[src/hdl/ctu_regs.svh]
`ifndef CTU_REGS_SVH
`define CTU_REGS_SVH

// Byte addresses on APB
`define CTU_ADDR_CTRL0      12'h000
`define CTU_ADDR_CTRL1      12'h004
`define CTU_ADDR_CNT_LO     12'h008
`define CTU_ADDR_CNT_HI     12'h00C
`define CTU_ADDR_CMPA_LO    12'h010
`define CTU_ADDR_CMPA_HI    12'h014
`define CTU_ADDR_FLAGS      12'h018

// Control 0 fields
`define CTU_C0_PAUSE        7
`define CTU_C0_CKSEL_HI     6
`define CTU_C0_CKSEL_LO     4
`define CTU_C0_ON           3
`define CTU_C0_PER_HI       2
`define CTU_C0_PER_LO       0

// Control 1 fields
`define CTU_C1_MODE_HI      7
`define CTU_C1_MODE_LO      6
`define CTU_C1_PIN_HI       5
`define CTU_C1_PIN_LO       4
`define CTU_C1_OC           3
`define CTU_C1_POL          2
`define CTU_C1_DPX          1
`define CTU_C1_CCLR         0

// Reset values
`define CTU_RST_CTRL        8'h00
`define CTU_RST_CMPA        10'h000

// Prescaler ratios
`define CTU_DIV_SYS4        4
`define CTU_DIV_HI16        16
`define CTU_DIV_HI64        64

`endif

[src/hdl/ctu_pkg.sv]
package ctu_pkg;

    typedef enum logic [1:0] {
        CTU_MODE_CMP   = 2'h0,
        CTU_MODE_UNDEF = 2'h1,
        CTU_MODE_PWM   = 2'h2,
        CTU_MODE_TMR   = 2'h3
    } ctu_mode_e;

    typedef struct packed {
        logic       pause;
        logic [2:0] cksel;
        logic       on;
        logic [2:0] period;
    } ctu_ctrl0_s;

    typedef struct packed {
        ctu_mode_e  mode;
        logic [1:0] pin_fn;
        logic       oc;
        logic       pol;
        logic       dpx;
        logic       cclr;
    } ctu_ctrl1_s;

    typedef struct packed {
        logic       clk_sys;
        logic       clk_hi;
        logic       clk_sub;
        logic       ext_pin;
    } ctu_clkin_s;

endpackage

[src/hdl/ctu_timer.sv]
// Behaviour
// - Ten-bit up counter advancing once per selected timer clock tick.
// - Period comparator matches coarse value against counter bits 9..7.
// - Compare-A matches full ten-bit compare value against whole counter.
// - Counter-on rising edge zeroes counter; software cannot otherwise alter it.
// - Counter-on low stops counting and holds value.
// - Pause freezes counter, stays powered, resumes from held value.
// - Three-bit clock select: sys/4, sys, hi/16, hi/64, sub, sub, pin rise, fall.
// - Period matches every 128 clocks times code; code zero means 1024.
// - Coarse period zero lets counter overflow at maximum.
// - Mode field: 00 compare output, 10 PWM, 11 timer; 01 undefined.
// - Compare mode on A match: keep, low, high or toggle pin.
// - PWM pin field: force inactive, force active, PWM waveform; 11 undefined.
// - Output control sets initial level (compare and timer modes) or active level (PWM).
// - Counter-on rising edge restores pin initial level in compare or timer mode.
// - Polarity bit inverts pin in every mode, timer mode included.
// - Swap bit exchanges period and duty roles of the two comparators.
// - Outside PWM clear on A match or period match/overflow per select.
// - Clear-select bit ignored in PWM mode.
// - Live counter readable as low byte and two-bit high byte.
// - Interrupt request raised while compare-A flag or period flag is set.
// - Low byte moves through buffer only on high-byte access.
// - Compare mode pin changes only on compare-A match or counter-on rising edge.
// - Clear-select high suppresses the period flag outside PWM mode.
// - PWM duty at or above period gives full duty.
`include "ctu_regs.svh"

module ctu_timer #(
    parameter int CNT_W = 10
) (
    input  wire logic              pclk,
    input  wire logic              presetn,
    input  wire logic              psel,
    input  wire logic              penable,
    input  wire logic              pwrite,
    input  wire logic [11:0]       paddr,
    input  wire logic [31:0]       pwdata,
    output logic      [31:0]       prdata,
    output logic                   pready,
    output logic                   pslverr,
    input  wire ctu_pkg::ctu_clkin_s clk_in,
    output logic                   timer_output_pin,
    output logic                   timer_output_en,
    output logic                   compare_a_flag,
    output logic                   period_compare_flag,
    output logic                   timer_irq,
    output logic                   unit_powered
);

    ////////////////////////////////////////////////////////////////////////////
    // Registers and bus decode
    ctu_pkg::ctu_ctrl0_s   c0_r;
    ctu_pkg::ctu_ctrl1_s   c1_r;
    logic [CNT_W-1:0]      cnt_r;
    logic [CNT_W-1:0]      cmpa_r;
    logic [7:0]            wbuf_r;
    logic [7:0]            rbuf_r;
    logic [7:0]            cmpa_rbuf_r;
    logic                  on_d_r;
    logic                  pin_r;
    logic                  af_r;
    logic                  pf_r;
    logic [1:0]            ext_sync_r;
    logic [1:0]            hi_sync_r;
    logic [1:0]            sub_sync_r;
    logic                  ext_d_r;
    logic                  hi_d_r;
    logic                  sub_d_r;
    logic [5:0]            pre_r;
    logic [5:0]            hdiv64_r;
    logic                  pwm_act_r;

    wire wr_en   = psel && penable && pwrite;
    wire rd_en   = psel && penable && !pwrite;
    wire hit_c0  = (paddr == `CTU_ADDR_CTRL0);
    wire hit_c1  = (paddr == `CTU_ADDR_CTRL1);
    wire hit_dl  = (paddr == `CTU_ADDR_CNT_LO);
    wire hit_dh  = (paddr == `CTU_ADDR_CNT_HI);
    wire hit_al  = (paddr == `CTU_ADDR_CMPA_LO);
    wire hit_ah  = (paddr == `CTU_ADDR_CMPA_HI);
    wire hit_fl  = (paddr == `CTU_ADDR_FLAGS);
    wire hit_any = hit_c0 || hit_c1 || hit_dl || hit_dh || hit_al || hit_ah || hit_fl;

    assign pready  = 1'b1;
    assign pslverr = psel && penable && !hit_any;

    ////////////////////////////////////////////////////////////////////////////
    // Pin synchroniser and clock tick generation
    // Divider tap reaches its last count
    function automatic logic div_due(input logic [5:0] cnt, input int unsigned ratio);
        return (cnt & 6'(ratio - 1)) == 6'(ratio - 1);
    endfunction

    wire ext_rise   = ext_sync_r[1] && !ext_d_r;
    wire ext_fall   = !ext_sync_r[1] && ext_d_r;
    wire hi_rise    = hi_sync_r[1] && !hi_d_r;
    wire sub_rise   = sub_sync_r[1] && !sub_d_r;
    wire sys4_tick  = div_due(pre_r, `CTU_DIV_SYS4);
    wire hi16_tick  = hi_rise && div_due(hdiv64_r, `CTU_DIV_HI16);
    wire hi64_tick  = hi_rise && div_due(hdiv64_r, `CTU_DIV_HI64);

    logic tick;
    always_comb begin
        case (c0_r.cksel)
            3'h0:    tick = sys4_tick;
            3'h1:    tick = 1'b1;
            3'h2:    tick = hi16_tick;
            3'h3:    tick = hi64_tick;
            3'h4:    tick = sub_rise;
            3'h5:    tick = sub_rise;
            3'h6:    tick = ext_rise;
            default: tick = ext_fall;
        endcase
    end

    ////////////////////////////////////////////////////////////////////////////
    // Comparators and clear logic
    wire is_pwm   = (c1_r.mode == ctu_pkg::CTU_MODE_PWM);
    wire is_tmr   = (c1_r.mode == ctu_pkg::CTU_MODE_TMR);
    wire run      = c0_r.on && !c0_r.pause;
    wire on_rise  = c0_r.on && !on_d_r;
    wire step     = run && tick;
    wire [CNT_W-1:0] cnt_inc = cnt_r + 10'h001;
    wire ovf      = step && (cnt_r == 10'h3FF);
    wire p_match  = step && (c0_r.period != 3'h0)
                    && (cnt_inc[9:7] == c0_r.period) && (cnt_inc[6:0] == 7'h00);
    wire a_match  = step && (cmpa_r != 10'h000) && (cnt_inc == cmpa_r);
    wire p_full   = step && (c0_r.period == 3'h0) && ovf;

    // Period source in PWM selected by swap bit
    wire pwm_clr  = c1_r.dpx ? a_match : (p_match || p_full);
    wire cmp_clr  = c1_r.cclr ? a_match : (p_match || p_full);
    wire clr_cnt  = is_pwm ? pwm_clr : cmp_clr;
    wire pf_evt   = (is_pwm || !c1_r.cclr) && (p_match || p_full);
    wire af_evt   = a_match;

    ////////////////////////////////////////////////////////////////////////////
    // PWM duty
    wire [CNT_W-1:0] per_val  = {c0_r.period, 7'h00};
    wire [CNT_W:0]   per_len  = (c0_r.period == 3'h0) ? 11'h400 : {1'b0, per_val};
    wire [CNT_W:0]   duty_len = c1_r.dpx ? per_len : {1'b0, cmpa_r};
    wire [CNT_W:0]   prd_len  = c1_r.dpx ? {1'b0, cmpa_r} : per_len;
    wire duty_full = (duty_len >= prd_len);
    wire duty_hit  = c1_r.dpx ? (p_match || p_full) : a_match;
    wire duty_zero = (duty_len == 11'h000);

    ////////////////////////////////////////////////////////////////////////////
    // Sequential logic
    // External pin synchroniser and edge memory
    always_ff @(posedge pclk or negedge presetn) begin
        if (!presetn) begin
            ext_sync_r <= 2'h0;
            ext_d_r    <= 1'b0;
        end else begin
            ext_sync_r <= {ext_sync_r[0], clk_in.ext_pin};
            ext_d_r    <= ext_sync_r[1];
        end
    end

    // High clock synchroniser and edge memory
    always_ff @(posedge pclk or negedge presetn) begin
        if (!presetn) begin
            hi_sync_r <= 2'h0;
            hi_d_r    <= 1'b0;
        end else begin
            hi_sync_r <= {hi_sync_r[0], clk_in.clk_hi};
            hi_d_r    <= hi_sync_r[1];
        end
    end

    // Sub clock synchroniser and edge memory
    always_ff @(posedge pclk or negedge presetn) begin
        if (!presetn) begin
            sub_sync_r <= 2'h0;
            sub_d_r    <= 1'b0;
        end else begin
            sub_sync_r <= {sub_sync_r[0], clk_in.clk_sub};
            sub_d_r    <= sub_sync_r[1];
        end
    end

    // System clock prescaler
    always_ff @(posedge pclk or negedge presetn) begin
        if (!presetn) begin
            pre_r <= 6'h00;
        end else begin
            pre_r <= pre_r + 6'h01;
        end
    end

    // High clock prescaler
    always_ff @(posedge pclk or negedge presetn) begin
        if (!presetn) begin
            hdiv64_r <= 6'h00;
        end else if (hi_rise) begin
            hdiv64_r <= hdiv64_r + 6'h01;
        end
    end

    always_ff @(posedge pclk or negedge presetn) begin
        if (!presetn) begin
            c0_r <= ctu_pkg::ctu_ctrl0_s'(`CTU_RST_CTRL);
            c1_r <= ctu_pkg::ctu_ctrl1_s'(`CTU_RST_CTRL);
        end else if (wr_en) begin
            if (hit_c0) begin
                c0_r <= ctu_pkg::ctu_ctrl0_s'(pwdata[7:0]);
            end else if (hit_c1) begin
                c1_r <= ctu_pkg::ctu_ctrl1_s'(pwdata[7:0]);
            end
        end
    end

    always_ff @(posedge pclk or negedge presetn) begin
        if (!presetn) begin
            cmpa_r      <= `CTU_RST_CMPA;
            wbuf_r      <= 8'h00;
            rbuf_r      <= 8'h00;
            cmpa_rbuf_r <= 8'h00;
        end else begin
            if (wr_en && hit_al) begin
                wbuf_r <= pwdata[7:0];
            end else if (wr_en && hit_ah) begin
                cmpa_r <= {pwdata[1:0], wbuf_r};
            end
            if (rd_en && hit_dh) begin
                rbuf_r <= cnt_r[7:0];
            end
            if (rd_en && hit_ah) begin
                cmpa_rbuf_r <= cmpa_r[7:0];
            end
        end
    end

    always_ff @(posedge pclk or negedge presetn) begin
        if (!presetn) begin
            cnt_r  <= 10'h000;
            on_d_r <= 1'b0;
        end else begin
            on_d_r <= c0_r.on;
            if (on_rise) begin
                cnt_r <= 10'h000;
            end else if (step) begin
                cnt_r <= (clr_cnt || ovf) ? 10'h000 : cnt_inc;
            end
        end
    end

    // Flags: set wins over software clear
    wire fl_clr = wr_en && hit_fl;
    wire af_clr = fl_clr && pwdata[0];
    wire pf_clr = fl_clr && pwdata[1];

    always_ff @(posedge pclk or negedge presetn) begin
        if (!presetn) begin
            af_r <= 1'b0;
        end else begin
            af_r <= af_evt || (af_r && !af_clr);
        end
    end

    always_ff @(posedge pclk or negedge presetn) begin
        if (!presetn) begin
            pf_r <= 1'b0;
        end else begin
            pf_r <= pf_evt || (pf_r && !pf_clr);
        end
    end

    ////////////////////////////////////////////////////////////////////////////
    // Compare mode pin level
    always_ff @(posedge pclk or negedge presetn) begin
        if (!presetn) begin
            pin_r <= 1'b0;
        end else if (on_rise) begin
            pin_r <= c1_r.oc;
        end else if (!is_pwm && af_evt) begin
            case (c1_r.pin_fn)
                2'h1:    pin_r <= 1'b0;
                2'h2:    pin_r <= 1'b1;
                2'h3:    pin_r <= !pin_r;
                default: pin_r <= pin_r;
            endcase
        end
    end

    ////////////////////////////////////////////////////////////////////////////
    // PWM active phase
    always_ff @(posedge pclk or negedge presetn) begin
        if (!presetn) begin
            pwm_act_r <= 1'b0;
        end else if (on_rise) begin
            pwm_act_r <= 1'b1;
        end else if (is_pwm && step && pwm_clr) begin
            pwm_act_r <= 1'b1;
        end else if (is_pwm && step && duty_hit) begin
            pwm_act_r <= 1'b0;
        end
    end

    ////////////////////////////////////////////////////////////////////////////
    // Output pin
    logic pwm_lvl;
    always_comb begin
        case (c1_r.pin_fn)
            2'h0:    pwm_lvl = !c1_r.oc;
            2'h1:    pwm_lvl = c1_r.oc;
            2'h2:    pwm_lvl = ((pwm_act_r || duty_full) && !duty_zero) ? c1_r.oc : !c1_r.oc;
            default: pwm_lvl = !c1_r.oc;
        endcase
    end
    wire pin_raw = is_pwm ? pwm_lvl : pin_r;
    logic pin_out_r;
    always_ff @(posedge pclk or negedge presetn) begin
        if (!presetn) begin
            pin_out_r <= 1'b0;
        end else begin
            pin_out_r <= pin_raw ^ c1_r.pol;
        end
    end
    assign timer_output_pin    = pin_out_r;
    assign timer_output_en     = is_tmr;
    assign compare_a_flag      = af_r;
    assign period_compare_flag = pf_r;
    assign timer_irq           = af_r || pf_r;
    assign unit_powered        = c0_r.on;

    ////////////////////////////////////////////////////////////////////////////
    // Read mux
    always_comb begin
        prdata = 32'h0000_0000;
        if (hit_c0) begin
            prdata[7:0] = c0_r;
        end else if (hit_c1) begin
            prdata[7:0] = c1_r;
        end else if (hit_dl) begin
            prdata[7:0] = rbuf_r;
        end else if (hit_dh) begin
            prdata[1:0] = cnt_r[9:8];
        end else if (hit_al) begin
            prdata[7:0] = cmpa_rbuf_r;
        end else if (hit_ah) begin
            prdata[1:0] = cmpa_r[9:8];
        end else if (hit_fl) begin
            prdata[1:0] = {pf_r, af_r};
        end
    end

endmodule // ctu_timer

[config.mk]
export PLATFORM = sky130hd
export DESIGN_NAME = ctu_timer
export DESIGN_NICKNAME = d
export VERILOG_FILES = /design/src/hdl/ctu_pkg.sv /design/src/hdl/ctu_timer.sv
export VERILOG_INCLUDE_DIRS = /design/src /design/src/hdl
export SDC_FILE = /design/constraint.sdc
export NUM_CORES = 1
export LEC_CHECK = 0
export ABC_AREA = 1
export ABC_CLOCK_PERIOD_IN_PS = 2580
export CAP_MARGIN = 5
export CORE_UTILIZATION = 60
export DETAILED_ROUTE_END_ITERATION = 6
export DONT_BUFFER_PORTS = 1
export HOLD_SLACK_MARGIN = 0.05
export PLACE_DENSITY = 0.79
export SYNTH_ARGS = -nofsm -noshare
export SYNTH_HDL_FRONTEND = slang
export SYNTH_SLANG_ARGS = --single-unit
[constraint.sdc]
create_clock -name pclk -period 2.58 [get_ports pclk]
set_input_delay 0.258 -clock pclk [delete_from_list [all_inputs] [get_ports pclk]]
set_output_delay 0.258 -clock pclk [all_outputs]
set_load 0.02 [all_outputs]
==> results.md, run 1 <==
* GR Util All Layers at 0.313
* Setup Skew at 0.0140 ns
* Startpoint class of the critical path: register
* Max VDD drop at 0.000354 V
* DP HPWL at 9190 um
* Mapped Cells at 648
* Synth cell types at 39
* Fin. Hold Viols at 0
* Metal3 WL at 797 um
* Worst slew margin at 0.516
* Register bit total from synthesis at 83
* Worst slack, placed at 0.249 ns
* Global-route wire length before repair at approximately 20000 um
* Critical path's largest stage delay at 0.58 ns
* Top cell type by total area after synthesis: dfrtp_1
* CP Data Required Time at about 2.8 ns
* Slew Viols, Final at 0
* CTS tree: done
* Mean post-synth cell area at around 7.5 um2
* Final setup margin at roughly 0.23 ns
* CTS Buffer Depth at 2
* Tightest Hold Check Type: in -> reg
* DRT iter0 DRCs at 333
* Reg clk slew, reported paths at around 0.1 ns
* Multi-input gate area at 0.00233 mm2
* Die width at 91.8 um
* CTS root buffer: clkbuf_8
* Register area at between 0.002 and 0.0025 mm2
* Worst-Skew Late Latency at 0.36 ns
* Antenna Violating Nets Remaining at 0
* Gr ovfl total at 0
* Vias per Instance at 5.65
* Core area at 0.00777 mm2
* Largest net degree at the start of global routing at 84
* Fillers at 659
* Worst-Margin Slew at a little over 0.7 ns
* Endpoints failing setup at 0
* Power Total at 0.00255 W
* Antenna diodes at 0
* Final nets at 724
* Critical path's top delay family: simple AND/OR/NAND/NOR gates
* Port buffer count at 0
* Num rows at 32
* RSZ-0062 raised after global routing: false
* M1 wire length at ~5400 um
* Cts bufs inserted at 9
* Boundary pin count at 93
* Vias post-DR at 4341
* Syn. warnings at 0
* CP most frequent cell: nand2_1
* Sequential share of the synthesized area at 0.429
* Kind of critical path: reg -> reg
* Htree depth at 3
* Post-Syn Area at 0.00484 mm2
* Area contributors post-synth: dfrtp_1 43%, nand2_1 14%, o21ai_0 6.0%
* Worst path cell trace: o21ai_0, ha_1, nand2_1, nor3_1, nand3_1, nand4_1, nand2_1, o21ai_0, inv_1, nand2_1, nand2_1, nand3b_1, nand2_1
* Final period util at 0.910
* Highest metal used: met4
* CP endpoint kind: register
* Slowest-stage cell, CP: dfrtp_1
* Clock sink count at 83
* Yosys top cell area share at 0.429
* Initial DRT Pass Iterations at 6
* Min cycle time layout at 2.35 ns
* P_leak at 2.51 nW
* TNS Setup at 0 ns
* Bufs and invs on worst path at 1
* WL per Instance at 15.8 um
* Initial Utilization at 0.624
* Die height at 91.8 um
* Routability cong. at 0.953
* CP arrival at 2.61 ns
* Status: finished, final reports clean
* Crit-path max FO at 15
* DRC errors left at 0
* Layout area overhead at 6.61%
* Power Density at 493 mW/mm2
* Vias in the first global route at 4159
* Number of max-cap violations at 0
* Met2 WL at around 5600 um
* Post-Route WL at between 10000 and 15000 um
* Max Clock Freq at around 430 MHz
* Antenna violations before repair at 0
* Die area at between 0.008 and 0.009 mm2
* Layout cells sized above 1 at 0.0916
[worst register-to-register path: cells and delay by family, from the launching register on]
kind                     cells  cell delay [ns]
flip-flops                   1             0.58
buffers and inverters        1             0.06
adder cells (fa/ha/maj)      1             0.34
AND/OR/NAND/NOR              9             0.88
AO/OA/AOI/OAI                2             0.38
[cells in the mapped netlist]
| cell | number |
|---|---|
| nand4_1 | 21 |
| buf_6 | 1 |
| dfrtp_1 | 83 |
| nor2_4 | 2 |
| nand4_2 | 1 |
| nor3_1 | 8 |
| or2_2 | 3 |
| nand2_1 | 184 |
| nand3_4 | 1 |
| xor2_1 | 3 |
| buf_4 | 27 |
| nand3b_1 | 3 |
| conb_1 | 2 |
| a211oi_1 | 1 |
| inv_2 | 1 |
| buf_2 | 3 |
| nand3_1 | 45 |
| or2_1 | 2 |
| mux2_2 | 2 |
| clkbuf_1 | 6 |
| nand2_4 | 1 |
| o31ai_1 | 1 |
| clkinv_1 | 1 |
| inv_1 | 70 |
| ha_1 | 10 |
| o22ai_1 | 1 |
| xnor2_1 | 2 |
| and3_1 | 1 |
| nor3_2 | 1 |
| nor4_1 | 2 |
| o211ai_1 | 3 |
| nand2_2 | 10 |
| nor2_1 | 58 |
| nor2_2 | 6 |
| a21oi_1 | 15 |
| nand3_2 | 2 |
| a221oi_1 | 6 |
| o21ai_0 | 58 |
| a211oi_2 | 1 |
[worst paths after layout]
check	startpoint	to	slack [ns]	cells past startpoint
setup / recovery	c1_r[1]	timer_output_pin	0.23	13
hold / removal	pwdata[5]	wbuf_r[5]	0.08	2
setup reg to reg	c1_r[1]	timer_output_pin	0.23	13
hold reg to reg	hi_sync_r[0]	hi_sync_r[1]	0.36	0
max in group asynchronous	presetn	cnt_r[0]	1.78	2
min in group asynchronous	presetn	sub_sync_r[1]	0.44	2
[sequential cells by signal (all words and copies together), names as in the netlist, 2 cells and up]
| register | flops |
|---|---|
| c0_r | 7 |
| c1_r | 8 |
| cmpa_r | 10 |
| cmpa_rbuf_r | 8 |
| cnt_r | 10 |
| ext_sync_r | 2 |
| hdiv64_r | 6 |
| hi_sync_r | 2 |
| pre_r | 2 |
| rbuf_r | 8 |
| sub_sync_r | 2 |
| wbuf_r | 8 |
[stage by stage]
step,std cells,area (um2),util,hold WS (ns)
floorplan,671,4930,-,-0.0376
global placement,747,4890,0.629,-0.0362
detailed placement,747,4890,0.629,-0.0365
CTS,768,5160,0.664,0.0841
global route,768,5160,0.665,0.0868
finish,768,5160,0.665,0.0826
[repair_timing]
| item | CTS | global route |
|---|---|---|
| buffers inserted | 0 | 0 |
| gates resized for setup | 0 | 3 |
| setup endpoints to repair | 0 | 10 |
| hold endpoints to repair | 86 | 0 |
| hold buffers | 5 | 0 |
[kinds of logic after synthesis]
kind of cell / synth area share
buffers and inverters: 0.108
and+or+nand+nor: 0.324
AOI/OAI and AO/OA: 0.0979
xor gates and xnor gates: 0.00904
DFF: 0.429
muxes: 0.00465
adders and majority gates: 0.0258
other: 0.00155
[final cells by class]
class                           count  share of cell area
Multi-Input combinational cell    479               0.452
Sequential cell                    83               0.402
Inverter                           72              0.0523
Timing Repair Buffer               16              0.0291
Tap cell                          102              0.0247
Clock buffer                        9              0.0240
Clock inverter                      7              0.0155
[power breakdown]
group	leakage, nW	internal (W)	switching, W	total, W
sequential	1.07	0.00135	0.0000410	0.00139
combinational	1.34	0.0000573	0.000112	0.000170
clock	0.103	0.000463	0.000522	0.000985
total	2.51	0.00187	0.000676	0.00255
[layout by cell type (no fill, tap or decap), types with 2 or more instances in the layout]
cell type,Yosys,layout
mux2_2,2,2
o21ai_0,58,57
conb_1,2,25
dlygate4sd3_1,0,4
nand2_2,10,10
nand4_1,21,21
nor2_2,6,6
a21oi_1,15,15
nor3_1,8,8
clkbuf_8,0,9
dfrtp_1,83,82
inv_6,0,3
or2_1,2,2
o211ai_1,3,3
or2_2,3,3
nor4_1,2,2
nand3_2,2,2
a221oi_1,6,6
buf_4,27,11
nand3b_1,3,3
nand2_1,184,184
nor2_1,58,58
ha_1,10,9
nand3_1,45,45
xor2_1,3,3
inv_1,70,70
nor2_4,2,2
xnor2_1,2,2
[per-layer routing]
metal	vias to the layer above	GRT usage
met5	-	0
met4	0	0.107
met3	29	0.0531
met2	193	0.494
met1	2042	0.438
li1	2077	-
Note: power is estimated with default switching activity, not from simulation.
==> inputs of run 2 (changes only) <==
- CORE_MARGIN: not set -> 1.5
==> run 2 against run 1 <==
  * Combinational power hardly changed
  * Power is 1.4% higher
  * Clock power is 4% higher
==> results.md, run 2 (synthesis gave the netlist of run 1 again) <==
* Status: finished, final reports clean
* Kind of critical path: reg -> reg
* Initial DRT Pass Iterations at 5
* WL per Instance at 15.9 um
* Clock sink count at 83
* Cts bufs inserted at 9
* Final nets at 722
* Layout cells sized above 1 at 0.0873
* TNS Setup at 0 ns
* Die width at 92.8 um
* Antenna violations before repair at 0
* Inst Count DP at 745
* Finished Layout Cells at 766
* Vias per Instance at between 5 and 6
* Number of max-cap violations at 0
* Multi-input gate area at approximately 0.0023 mm2
* Worst-Skew Late Latency at ~0.38 ns
* Fin. Hold Viols at 0
* Gr ovfl total at 0
* Setup Skew at 0.0133 ns
* Tightest Hold Check Type: in -> reg
* Power Density at approximately 500 mW/mm2
* Antenna diodes at 0
* Worst-Margin Slew at 0.750 ns
* Max VDD drop at 0.000351 V
* Largest net degree at the start of global routing at 84
* CP Data Required Time at 2.84 ns
* RSZ-0062 raised after global routing: false
* DRT iter0 DRCs at between 300 and 400
* Hold depth at 2
* Htree depth at 3
* CTS root buffer: clkbuf_8
* CP arrival at 2.65 ns
* Core area at 0.00777 mm2
* Sequential share of power at 0.539
* Die height at 92.8 um
* Register area at slightly above 0.002 mm2
* CP endpoint kind: register
* Max Clock Freq at around 420 MHz
* Worst slew margin at 0.499
* CTS tree: done
* Crit-path max FO at 10
* Routability cong. at 0.939
* Antenna Violating Nets Remaining at 0
* Startpoint class of the critical path: register
* Vias in the first global route at 4105
* Die area at 0.00862 mm2
* Hold path endpoint: unit_powered
* GR Util All Layers at 0.307
* Worst reg-to-reg path cell count at 14
* Clk pwr share at 0.395
* Endpoints failing setup at 0
* Port buffer count at 0
* Cell internal pwr at 0.00188 W
* Biggest regs: cmpa_r (10), cnt_r (10)
* Reg clk slew, reported paths at roughly 0.1 ns
* Slew Viols, Final at 0
* Worst r2r dst: cnt_r[1]
* CTS Buffer Depth at 2
* Hold Startpoint: pwdata[3]
* Vias post-DR at 4343
* Final period util at 0.928
* DP HPWL at between 9000 and 10000 um
* Initial Utilization at 0.624
* P_leak at ~2.5 nW
* Comb pwr share at 0.067
* Global-route wire length before repair at 20200 um
* Layout area overhead at 6.56%
* Net Sw Power at 0.000700 W
* Post-Route WL at about 12000 um
* Crit Reg-Reg Startpoint: cnt_r[0]
* Commonest non-fill, non-tap cell in the layout: nand2_1
* Most frequent cells in the layout: 184 x nand2_1, 82 x dfrtp_1, 70 x inv_1
* Boundary pin count at 93
* Post-CTS Setup Repair Bufs at 0
* Sw Ratio at 0.271
* DRC errors left at 0
* Fillers at 670
* Min cycle time layout at around 2.4 ns
* Num rows at 32
* FF-to-FF setup slack at 0.19 ns
==> run 2: cell count changes in the layout (fill, tap and decap cells not counted), sizes merged <==
cell / change
buf: -2
inv: -1
clkinvlp: +1
==> run 2: area by class of cell <==
cell class                      instances  share of cell area
Multi-Input combinational cell        479               0.452
Clock inverter                          7              0.0184
Clock buffer                            9              0.0240
Sequential cell                        83               0.403
Timing Repair Buffer                   14              0.0262
Inverter                               72              0.0524
Tap cell                              102              0.0247
==> run 2: how the worst max path moves through the flow <==
stage	end	startpoint	slack, ns	cells past startpoint
CTS	timer_output_pin	c1_r[1]	0.17	14
global placement	cnt_r[3]	cnt_r[0]	0.30	14
global route	cnt_r[6]	cnt_r[0]	0.003	12
finish	cnt_r[1]	cnt_r[0]	0.19	14
floorplan	timer_output_pin	c1_r[1]	0.56	16
detailed placement	timer_output_pin	c1_r[1]	0.19	14
==> run 2: metrics by stage <==
step                      instance area, um2  total power, W   util  hold WS [ns]  setup slack (ns)
after floorplan                         4930         0.00155      -       -0.0376             0.558
after global placement                  4870         0.00154  0.627       -0.0362             0.296
after detailed placement                4870         0.00156  0.627       -0.0362             0.192
after CTS                               5160         0.00260  0.664        0.0749             0.172
after global routing                    5160         0.00268  0.664        0.0767           0.00320
final                                   5160         0.00258  0.664        0.0725             0.185
==> run 2: layer usage <==
metal  GRT usage  wire length, um  vias up
li1            -                -     2080
met1       0.423             5270     2021
met2       0.464             5370      209
met3      0.0649             1140       33
met4       0.141              391        0
met5           0                0        -
==> run 2: critical path, cell delays in order, from the launching register on <==
cell and delay (ns):
dfrtp_1 0.51, ha_1 0.31, nand2_4 0.09, nor2_4 0.15, nand3_1 0.08, nand2_1 0.12
nand2_2 0.09, nand2_1 0.06, nand2_1 0.05, nor2_1 0.16, nand4_2 0.18, nand2_2 0.13
nand3_4 0.15, nand4_1 0.14, nand2_1 0.06
==> run 2: what timing repair did <==
item / in CTS / in global routing
hold endpoints to repair: 86 / 0
endpoints found under the setup margin: 0 / 1
resized for setup: 0 / 2
hold buffers: 5 / 0
==> run 2: power groups by stage <==
| stage | logic, W | registers (W) | clock network, W |
|---|---|---|---|
| 3_5_place_dp | 0.000139 | 0.00142 | 0 |
| 6_report | 0.000173 | 0.00139 | 0.00102 |
| 5_1_grt | 0.000199 | 0.00140 | 0.00108 |
| 4_1_cts | 0.000176 | 0.00139 | 0.00103 |
| 3_3_place_gp | 0.000130 | 0.00141 | 0 |
| 2_1_floorplan | 0.000146 | 0.00141 | 0 |
==> inputs of run 3 (changes only) <==
- CORE_MARGIN: 1.5 -> not set
- CTS_CLUSTER_SIZE: not set -> 16
- REMOVE_ABC_BUFFERS: not set -> 1
==> run 3 against run 2 <==
  * Clock skew is 0.0016 ns higher
  * Final area is essentially flat
  * Count of clock-buffer cells in the layout did not move
  * Highest routed layer unchanged
  * Global-route usage is 1.0 points higher
==> results.md, run 3 (synthesis gave the netlist of run 1 again) <==
* Status: finished, final reports clean
* Final setup margin at 0.287 ns
* Worst slack, placed at 0.212 ns
* Largest net degree at the start of global routing at 84
* Initial DRT Pass Iterations at 5
* Final Instance Area at a little over 0.005 mm2
* Layout cells sized above 1 at 0.0977
* Worst-Skew Late Latency at 0.37 ns
* DRC errors left at 0
* Vias in the first global route at approximately 4200
* FF-to-FF setup slack at 0.29 ns
* Endpoints failing setup at 0
* Cts bufs inserted at 9
* Comb pwr share at 0.072
* Sequential share of power at 0.559
* Slew Viols, Final at 0
* Routability cong. at 0.950
* Most crowded layer after global routing: met2
* Initial Utilization at 0.624
* CP startpoint: cmpa_r[8]
* Clock sink count at 83
* Port buffer count at 0
* Max VDD drop at 0.000333 V
* CTS root buffer: clkbuf_8
* Core area at 0.00777 mm2
* Crit Reg-Reg Startpoint: cmpa_r[8]
* Die width at 91.8 um
* RSZ-0062 raised after global routing: false
* Cell internal pwr at 0.00179 W
* DRT iter0 DRCs at about 440
* Fillers at 677
* Fin. Hold Viols at 0
* Min cycle time layout at 2.29 ns
* Number of max-cap violations at 0
* Num rows at 32
* Die area at 0.00844 mm2
* GR Util All Layers at 0.317
* Final period util at 0.889
* Met3 Use GR at 0.0680
* Clk pwr share at 0.369
* Crit-path max FO at 5
* Startpoint class of the critical path: register
* Worst reg-to-reg path cell count at 16
* Antenna diodes at 0
* Final nets at 723
* Htree depth at 3
* P_leak at 2.49 nW
* Hold depth at 2
* Kind of critical path: reg -> reg
* M2 GR Usage at 0.511
* TNS Setup at 0 ns
* Global Route met1 Usage at 0.410
* Antenna violations before repair at 0
* Global-route wire length before repair at 20700 um
* CP Data Required Time at 2.83 ns
* Reg clk slew, reported paths at 0.10 ns
* Max Clock Freq at 436 MHz
* CP arrival at 2.55 ns
* Post-Route WL at 12200 um
* WHS at approximately 0.065 ns
* Sw Ratio at 0.283
* CTS Buffer Depth at 2
* Net Sw Power at 0.000707 W
* Worst r2r dst: timer_output_pin
* Vias post-DR at 4330
* Hold Startpoint: pwdata[4]
* Most frequent cells in the layout: 184 x nand2_1, 79 x dfrtp_1, 70 x inv_1
* Biggest regs: cmpa_r (10), cnt_r (10)
* Layout area overhead at 6.54%
* DP HPWL at between 9000 and 10000 um
* CTS tree: done
* Antenna Violating Nets Remaining at 0
* WL per Instance at 15.9 um
* Setup Skew at 0.0149 ns
* Die height at ~92 um
* Commonest non-fill, non-tap cell in the layout: nand2_1
* CP endpoint: timer_output_pin
* Tightest Hold Check Type: in -> reg
* Worst slew margin at 0.528
* Worst-Margin Slew at between 0.7 and 0.8 ns
* Placement-stage cell area at 0.00488 mm2
* Power Density at 484 mW/mm2
* Boundary pin count at 93
* CP endpoint kind: register
* Gr ovfl total at 0
* Vias per Instance at 5.65
run 3: worst max-delay path, cell delays in order (launching register included):
cell and delay (ns):
dfrtp_1 0.41, inv_1 0.19, o21ai_0 0.17, ha_1 0.37, nand2_1 0.08, nor3_2 0.22, nand3_1 0.10, nand4_1 0.08
nand2_1 0.09, nand2_1 0.07, nand2_1 0.05, nand2_1 0.06, nand2_1 0.05, nand2_1 0.08, nand2_1 0.06, nand2_1 0.05
nand2_1 0.05
run 3: power by group through the flow:
stage	clock [W]	combinational (W)	sequential [W]
final	0.000921	0.000178	0.00140
after global routing	0.000973	0.000205	0.00140
after CTS	0.000927	0.000177	0.00139
after detailed placement	0	0.000140	0.00142
after global placement	0	0.000130	0.00141
after floorplan	0	0.000116	0.00141
run 3: worst min-delay path by stage:
stage          slack (ns)           to
2_1_floorplan       -0.04      c0_r[0]
3_3_place_gp        -0.04  hdiv64_r[2]
3_5_place_dp        -0.04  hdiv64_r[2]
4_1_cts              0.06      c1_r[4]
5_1_grt              0.06    wbuf_r[4]
6_report             0.06      c1_r[4]
run 3: timing repair:
item	4_1_cts	5_1_grt
hold endpoints to repair	86	0
hold buffers	5	0
setup endpoints to repair	0	11
setup buffers	0	0
gates resized for setup	0	7
run 3: through the flow:
stage	cells	utilization	power, W
finish	767	0.664	0.00250
global route	767	0.664	0.00258
CTS	767	0.662	0.00250
detailed placement	746	0.628	0.00156
global placement	746	0.628	0.00154
floorplan	634	-	0.00152
run 3: layer usage:
| metal | part of all wire | vias up |
|---|---|---|
| met5 | 0 | - |
| met4 | 0.039 | 0 |
| met3 | 0.080 | 40 |
| met2 | 0.46 | 203 |
| met1 | 0.42 | 2010 |
| li1 | - | 2077 |
run 3: area by class of cell:
class | instances | area, um2 | share of cell area
multi-input cells | 479 | 2340 | 0.454
well taps | 102 | 128 | 0.0247
clock inverters | 7 | 72.6 | 0.0141
inverters | 72 | 270 | 0.0524
repair buffers | 15 | 143 | 0.0276
clock buffers | 9 | 124 | 0.0240
flip-flops and latches | 83 | 2080 | 0.403
